### config.mk
export PLATFORM = sky130hd
export DESIGN_NAME = selfid_regs
export DESIGN_NICKNAME = d
export VERILOG_FILES = /design/src/hdl/selfid_regs_pkg.sv /design/src/hdl/selfid_regs.sv
export SDC_FILE = /design/constraint.sdc
export NUM_CORES = 1
export LEC_CHECK = 0
export ABC_AREA = 1
export BUFFER_PORTS_ARGS = -buffer_cell sky130_fd_sc_hd__buf_2
export CORE_UTILIZATION = 48
export DETAILED_ROUTE_END_ITERATION = 6
export PLACE_DENSITY = 0.77
export SYNTH_ARGS = -nofsm -noshare
export SYNTH_HDL_FRONTEND = slang
export SYNTH_SLANG_ARGS = --single-unit
### constraint.sdc
create_clock -name pclk -period 2 [get_ports pclk]
set_input_delay 0.6 -clock pclk [delete_from_list [all_inputs] [get_ports pclk]]
set_output_delay 0.6 -clock pclk [all_outputs]
set_load 0.02 [all_outputs]
### src/hdl/selfid_regs_pkg.sv
// constants and register layout for the self-id and upper iso mask registers
package selfid_regs_pkg;
    localparam logic [7:0] base_off      = 8'h64;
    localparam logic [7:0] count_off     = 8'h68;
    localparam logic [7:0] mask_set_off  = 8'h70;
    localparam logic [7:0] mask_clr_off  = 8'h74;
    localparam logic [7:0] ctrl_off      = 8'h90;
    localparam logic [7:0] irq_stat_off  = 8'h94;
    localparam logic [7:0] irq_mask_off  = 8'h98;
    localparam int base_lsb   = 11;
    localparam int fault_bit  = 31;
    localparam int gen_lsb    = 16;
    localparam int size_lsb   = 2;
    localparam int reinit_bit = 0;
    localparam int size_w     = 9;
    localparam int gen_w      = 8;
    localparam int irq_w      = 3;
    localparam int irq_reset_ev = 0;
    localparam int irq_done_ev  = 1;
    localparam int irq_fault_ev = 2;
    localparam logic [3:0] reinit_cycles = 4'h4;
endpackage

### src/hdl/selfid_regs.sv
// register bank: self-id buffer base, self-id status count, upper iso mask
`timescale 1ns/100ps
`default_nettype none
module selfid_regs (
    // apb
    input  wire logic        pclk,
    input  wire logic        presetn,
    input  wire logic        psel,
    input  wire logic        penable,
    input  wire logic        pwrite,
    input  wire logic [7:0]  paddr,
    input  wire logic [31:0] pwdata,
    output logic      [31:0] prdata,
    output logic             pready,
    output logic             pslverr,
    // self-id receive path
    input  wire logic        bus_reset_seen,
    input  wire logic        rx_start,
    input  wire logic        quadlet_written,
    input  wire logic        rx_done,
    input  wire logic        rx_data_error,
    input  wire logic        host_write_error,
    // to the dma writer and iso receive filter, plus reinit busy and interrupt
    output logic      [31:0] self_id_write_addr,
    output logic      [31:0] upper_iso_receive_filter,
    output logic             soft_reset_busy,
    output logic             irq
);
    localparam int sw = selfid_regs_pkg::size_w;
    localparam int iw = selfid_regs_pkg::irq_w;

    logic [31:11] base_hi;
    logic         self_id_fault_flag;
    logic [7:0]   bus_reset_generation_count;
    logic [sw-1:0] self_id_quadlet_count;
    logic [iw-1:0] irq_stat;
    logic [iw-1:0] irq_mask;
    logic [3:0]   reinit_cnt;
    logic         rx_err_seen;
    logic         wr_acc;
    logic         soft_clr;
    logic [iw-1:0] ev;

    assign pready  = 1'b1;  // zero wait state slave
    assign wr_acc  = psel && penable && pwrite;
    assign soft_reset_busy = (reinit_cnt != 4'h0);
    assign soft_clr = soft_reset_busy;

    // decode of an access address, for reads and writes
    function automatic logic hit(input logic [7:0] a, input logic [7:0] o);
        return a == o;
    endfunction

    // unmapped addresses flag an error but complete normally
    always_comb begin
        pslverr = psel && penable &&
            !(hit(paddr, selfid_regs_pkg::base_off) ||
              hit(paddr, selfid_regs_pkg::count_off) ||
              hit(paddr, selfid_regs_pkg::mask_set_off) ||
              hit(paddr, selfid_regs_pkg::mask_clr_off) ||
              hit(paddr, selfid_regs_pkg::ctrl_off) ||
              hit(paddr, selfid_regs_pkg::irq_stat_off) ||
              hit(paddr, selfid_regs_pkg::irq_mask_off));
    end

    // software reinit: held busy for a few cycles, reads back set
    always_ff @(posedge pclk or negedge presetn) begin
        if (!presetn) begin
            reinit_cnt <= 4'h0;
        end else if (wr_acc && hit(paddr, selfid_regs_pkg::ctrl_off) &&
                     pwdata[selfid_regs_pkg::reinit_bit]) begin
            reinit_cnt <= selfid_regs_pkg::reinit_cycles;
        end else if (reinit_cnt != 4'h0) begin
            reinit_cnt <= reinit_cnt - 4'h1;
        end
    end

    // buffer base, only the 2 KB aligned part is stored
    always_ff @(posedge pclk or negedge presetn) begin
        if (!presetn) begin
            base_hi <= '0;
        end else if (soft_clr) begin
            base_hi <= '0;
        end else if (wr_acc && hit(paddr, selfid_regs_pkg::base_off)) begin
            base_hi <= pwdata[31:11];
        end
    end

    // dma write address: base plus quadlets already stored
    always_ff @(posedge pclk or negedge presetn) begin
        if (!presetn) begin
            self_id_write_addr <= '0;
        end else begin
            self_id_write_addr <= {base_hi, 11'h000} |
                {21'h000000, self_id_quadlet_count, 2'b00};
        end
    end

    // generation counter; 8-bit add wraps naturally at 255
    always_ff @(posedge pclk or negedge presetn) begin
        if (!presetn) begin
            bus_reset_generation_count <= '0;
        end else if (soft_clr) begin
            bus_reset_generation_count <= '0;
        end else if (bus_reset_seen) begin
            bus_reset_generation_count <=
                bus_reset_generation_count + 8'h01;
        end
    end

    // quadlet count; the start of reception wins over a write pulse
    always_ff @(posedge pclk or negedge presetn) begin
        if (!presetn) begin
            self_id_quadlet_count <= '0;
        end else if (soft_clr || rx_start) begin
            self_id_quadlet_count <= '0;
        end else if (quadlet_written) begin
            self_id_quadlet_count <= self_id_quadlet_count + 9'h001;
        end
    end

    // errors seen during the reception in progress
    always_ff @(posedge pclk or negedge presetn) begin
        if (!presetn) begin
            rx_err_seen <= 1'b0;
        end else if (soft_clr || rx_start) begin
            rx_err_seen <= 1'b0;
        end else if (rx_data_error || host_write_error) begin
            rx_err_seen <= 1'b1;
        end
    end

    // fault flag: set at once on error, cleared by a clean finish or by a reinit
    always_ff @(posedge pclk or negedge presetn) begin
        if (!presetn) begin
            self_id_fault_flag <= 1'b0;
        end else if (soft_clr) begin
            self_id_fault_flag <= 1'b0;
        end else if (rx_data_error || host_write_error) begin
            self_id_fault_flag <= 1'b1;
        end else if (rx_done && !rx_err_seen) begin
            self_id_fault_flag <= 1'b0;
        end
    end

    // upper mask, set and clear ports; bit n gates channel 32+n
    always_ff @(posedge pclk or negedge presetn) begin
        if (!presetn) begin
            upper_iso_receive_filter <= '0;
        end else if (soft_clr) begin
            upper_iso_receive_filter <= '0;
        end else if (wr_acc && hit(paddr, selfid_regs_pkg::mask_set_off)) begin
            upper_iso_receive_filter <=
                upper_iso_receive_filter | pwdata;
        end else if (wr_acc && hit(paddr, selfid_regs_pkg::mask_clr_off)) begin
            upper_iso_receive_filter <=
                upper_iso_receive_filter & ~pwdata;
        end
    end

    // interrupt events; a new event wins over a write-one clear
    assign ev = {rx_data_error || host_write_error, rx_done, bus_reset_seen};
    always_ff @(posedge pclk or negedge presetn) begin
        if (!presetn) begin
            irq_stat <= '0;
            irq_mask <= '0;
        end else if (soft_clr) begin
            irq_stat <= '0;
            irq_mask <= '0;
        end else begin
            if (wr_acc && hit(paddr, selfid_regs_pkg::irq_stat_off)) begin
                irq_stat <= (irq_stat & ~pwdata[iw-1:0]) | ev;
            end else begin
                irq_stat <= irq_stat | ev;
            end
            if (wr_acc && hit(paddr, selfid_regs_pkg::irq_mask_off)) begin
                irq_mask <= pwdata[iw-1:0];
            end
        end
    end
    assign irq = |(irq_stat & irq_mask);

    // read mux; reserved bits stay zero
    always_comb begin
        prdata = 32'h0000_0000;
        if (psel && !pwrite) begin
            unique case (paddr)
                selfid_regs_pkg::base_off:  prdata = {base_hi, 11'h000};
                selfid_regs_pkg::count_off: prdata = {self_id_fault_flag,
                    7'h00, bus_reset_generation_count, 5'h00,
                    self_id_quadlet_count, 2'b00};
                selfid_regs_pkg::mask_set_off,
                selfid_regs_pkg::mask_clr_off:
                    prdata = upper_iso_receive_filter;
                selfid_regs_pkg::ctrl_off:
                    prdata = {31'h0000_0000, soft_reset_busy};
                selfid_regs_pkg::irq_stat_off:
                    prdata = {29'h0000_0000, irq_stat};
                selfid_regs_pkg::irq_mask_off:
                    prdata = {29'h0000_0000, irq_mask};
                default: prdata = 32'h0000_0000;
            endcase
        end
    end
endmodule // selfid_regs
`default_nettype wire

==> Implementation_results.wiki <==
{| class="wikitable"
! Metric !! Value
|-
| Run status || finished with violations
|-
| Violated checks || DRC, setup timing
|-
| Detailed router's first-iteration violation count || 456
|-
| Inserted Clock Buffers || 9
|-
| Most repeated cell in the gate-level netlist after synthesis || nand2_1
|-
| Max-slew violation count || 0
|-
| Leakage power || between 4 and 5 nW
|-
| Maximum count of clock buffers along a single path || 2
|-
| Dominant synthesized flop cell || dfrtp_1
|-
| Smallest hold slack || 0.207 ns
|-
| Most instantiated cells after synthesis || 245 x nand2_1, 112 x dfrtp_1, 91 x inv_1
|-
| GRT overflow || 0
|-
| Count of warnings emitted by yosys || 0
|-
| Clock transition at the registers of the reported paths || 0.07 ns
|-
| TritonCTS clock tree || done
|-
| Floorplan die area || around 12000 µm²
|-
| Post-DP HPWL || between 10000 and 15000 µm
|-
| Final nets || 972
|-
| Library cell with the largest summed area after synthesis || dfrtp_1
|-
| Remaining number of nets flagged by the antenna check after routing || 0
|-
| Fraction of the cycle the final worst path needs || 123%
|-
| Syn_area_per_cell || 7.71 µm²
|-
| Highest fanout seen on the critical path || 6
|-
| Worst path required time || 1.40 ns
|-
| Clock period minus final worst setup slack || 2.45 ns
|-
| Number of sinks on the clock net || ~110
|-
| Data arrival, critical path || approximately 1.9 ns
|-
| All-Layer GR Usage || 26.4%
|-
| Post-Route WL || 16000 µm
|-
| Vias || between 5000 and 6000
|-
| Layout Area Growth over Synthesis || 35.8%
|-
| Number of top-level design ports || 151
|-
| Startpoint Class || input pin
|-
| Yosys cell types || 27
|-
| Most frequent cell on the critical path || nor2_4
|-
| Worst path cell trace || buf_6 > nor2_4 > nand3_2 > nor2_4 > inv_1 > nand3_2 > nand2_4 > clkbuf_16 > nor2_4 > buf_6
|-
| Hold Path Class || in -> async
|-
| Portion of the post-synthesis area used by sequential elements || about 49%
|-
| Critical path type || in -> out
|-
| Via-to-Cell Ratio || 5.17
|-
| Clock tree root buffer cell || clkbuf_16
|-
| Kind of end point of the critical path || output port
|-
| Antenna diode count || 0
|-
| Final total power || roughly 5.3 mW
|-
| Area share of the leading cell type in the synthesized netlist || 49.0%
|-
| Drc violations || 26
|-
| Final weighted congestion in routability-driven placement || 0.826
|-
| Max incr delay on CP || 0.20 ns
|-
| Proportion of register bits with asynchronous set or reset after synthesis || 100%
|-
| Fraction of final layout cells sized beyond drive strength 1 || 35.2%
|-
| Number of global-route vias before repair || about 5300
|-
| Post-synthesis instance area || around 5700 µm²
|-
| Count of input and output buffers || 147
|-
| Core footprint || 11500 µm²
|-
| Largest net degree at the start of global routing || a little over 50
|-
| Pre-CTS WS || -0.473 ns
|-
| Setup-failing EPs final || 34
|-
| Count of endpoints failing hold in the final timing report || 0
|-
| Clock latency reported for the late side of the worst-skew pair || roughly 0.34 ns
|-
| Smallest setup slack after layout || -0.453 ns
|-
| Initial antenna violation count || 0
|-
| CP max stage cell || clkbuf_16
|-
| Number of instances in the synthesized netlist || ~740
|-
| EDFF count, synth || 0
|-
| Seq cells post-synth || ~110
|-
| Router iterations before antenna repair || 7
|-
| Final clock skew || 0.00763 ns
|-
| First-pass GRT wire length || around 26000 µm
|-
| Die width || 111 µm
|-
| Effective utilization at floorplan || around 50%
|-
| Setup repair after global routing missed its margin || yes
|-
| Setup tns final || -13.43 ns
|-
| Power density over cell area || 679 nW/µm²
|-
| Max IR drop VDD || 0.378 mV
|-
| Clock H-tree levels || 3
|-
| Average wire length per cell after detail routing || between 15 and 20 µm
|-
| # fillers || 926
|-
| Highest Clock Rate || a little over 400 MHz
|-
| Max cap viols || 0
|-
| Core utilization of the finished layout || approximately 67%
|-
| Core Rows || 39
|-
| Die span in y || approximately 110 µm
|-
| Top cells by area, synth || dfrtp_1 49%, nand2_1 16%, inv_1 6.0%
|}
-- cells by family after synthesis --
| logic type | synth area share (%) |
|---|---|
| xor+xnor | 0.613 |
| simple gates | 34.6 |
| compound gates | 5.08 |
| buf+inv | 9.74 |
| other cells | 0.131 |
| fa+ha+maj | 0.875 |
| flops | 49.0 |
-- routing by layer --
| layer | wire (µm) | part of all wire (%) | global-route usage, % | up-vias |
|---|---|---|---|---|
| li1 | - | - | - | 2664 |
| met1 | 6890 | 43 | 35.2 | 2611 |
| met2 | 7940 | 50 | 45.0 | 196 |
| met3 | 853 | 5.3 | 3.23 | 28 |
| met4 | 325 | 2.0 | 8.11 | 0 |
| met5 | 0 | 0 | 0 | - |
-- final timing paths --
| kind | start | to | slack [ns] | cells past startpoint |
|---|---|---|---|---|
| worst min-delay path | presetn | irq_stat[2]$_DFF_PN0_ | 0.21 | 1 |
| min in group pclk | base_hi[16]$_DFFE_PN0P_ | self_id_write_addr[16]$_DFF_PN0_ | 0.40 | 0 |
| worst max register to register | reinit_cnt[1]$_DFFE_PN0P_ | reinit_cnt[1]$_DFFE_PN0P_ | 0.18 | 9 |
| worst min register to register | base_hi[16]$_DFFE_PN0P_ | self_id_write_addr[16]$_DFF_PN0_ | 0.40 | 0 |
| max in group asynchronous | presetn | base_hi[19]$_DFFE_PN0P_ | 1.16 | 2 |
| worst max-delay path | paddr[1] | prdata[25] | -0.45 | 10 |
-- power breakdown --
part	internal, mW	leakage (nW)	switching (mW)
logic	0.371	2.63	0.666
clock network	1.03	0.145	0.798
registers	2.34	1.56	0.0632
-- critical path, delay by kind of cell --
| kind | cells | cell delay, ns |
|---|---|---|
| and+or+nand+nor | 6 | 0.74 |
| buffers and inverters | 4 | 0.51 |
-- state kept, by name (all words and copies together) (netlist names) --
name / count
rx_err_seen: 1
base_hi: 21
bus_reset_generation_count: 8
irq_stat: 3
self_id_write_addr: 30
self_id_quadlet_count: 9
reinit_cnt: 4
irq_mask: 3
self_id_fault_flag: 1
upper_iso_receive_filter: 32
-- layout by cell type, fill, tap and decap left out, types with 25 or more instances in the layout --
cell / Yosys / routed
buf_4: 5 / 40
nand4_1: 37 / 37
nand3_1: 47 / 43
buf_2: 16 / 110
dfrtp_1: 112 / 112
nor2_4: 6 / 30
inv_1: 91 / 81
or2_2: 25 / 25
buf_6: 5 / 34
nand2_1: 245 / 227
-- stage by stage --
step	instances	area, µm²
CTS	1060	7660
global placement	1038	6960
detailed placement	1038	6960
floorplan	743	5880
global route	1063	7760
finish	1063	7760
-- repair_timing --
item / 4_1_cts / 5_1_grt
buffers inserted: 7 / 3
cloned: 1 / 1
hold buffers: 0 / 0
resized for setup: 103 / 24
pin swaps: 13 / 16
setup endpoints to repair: 34 / 40
-- layout make-up --
cell class,count,area (µm²),area share [%]
sequential,112,2800,36.1
multi-input combinational,503,2680,34.5
timing repair buffer,195,1450,18.7
inverter,96,360,4.64
clock buffer,12,256,3.30
tap,143,179,2.30
clock inverter,2,38.8,0.500
Note: power is estimated with default switching activity, not from simulation.
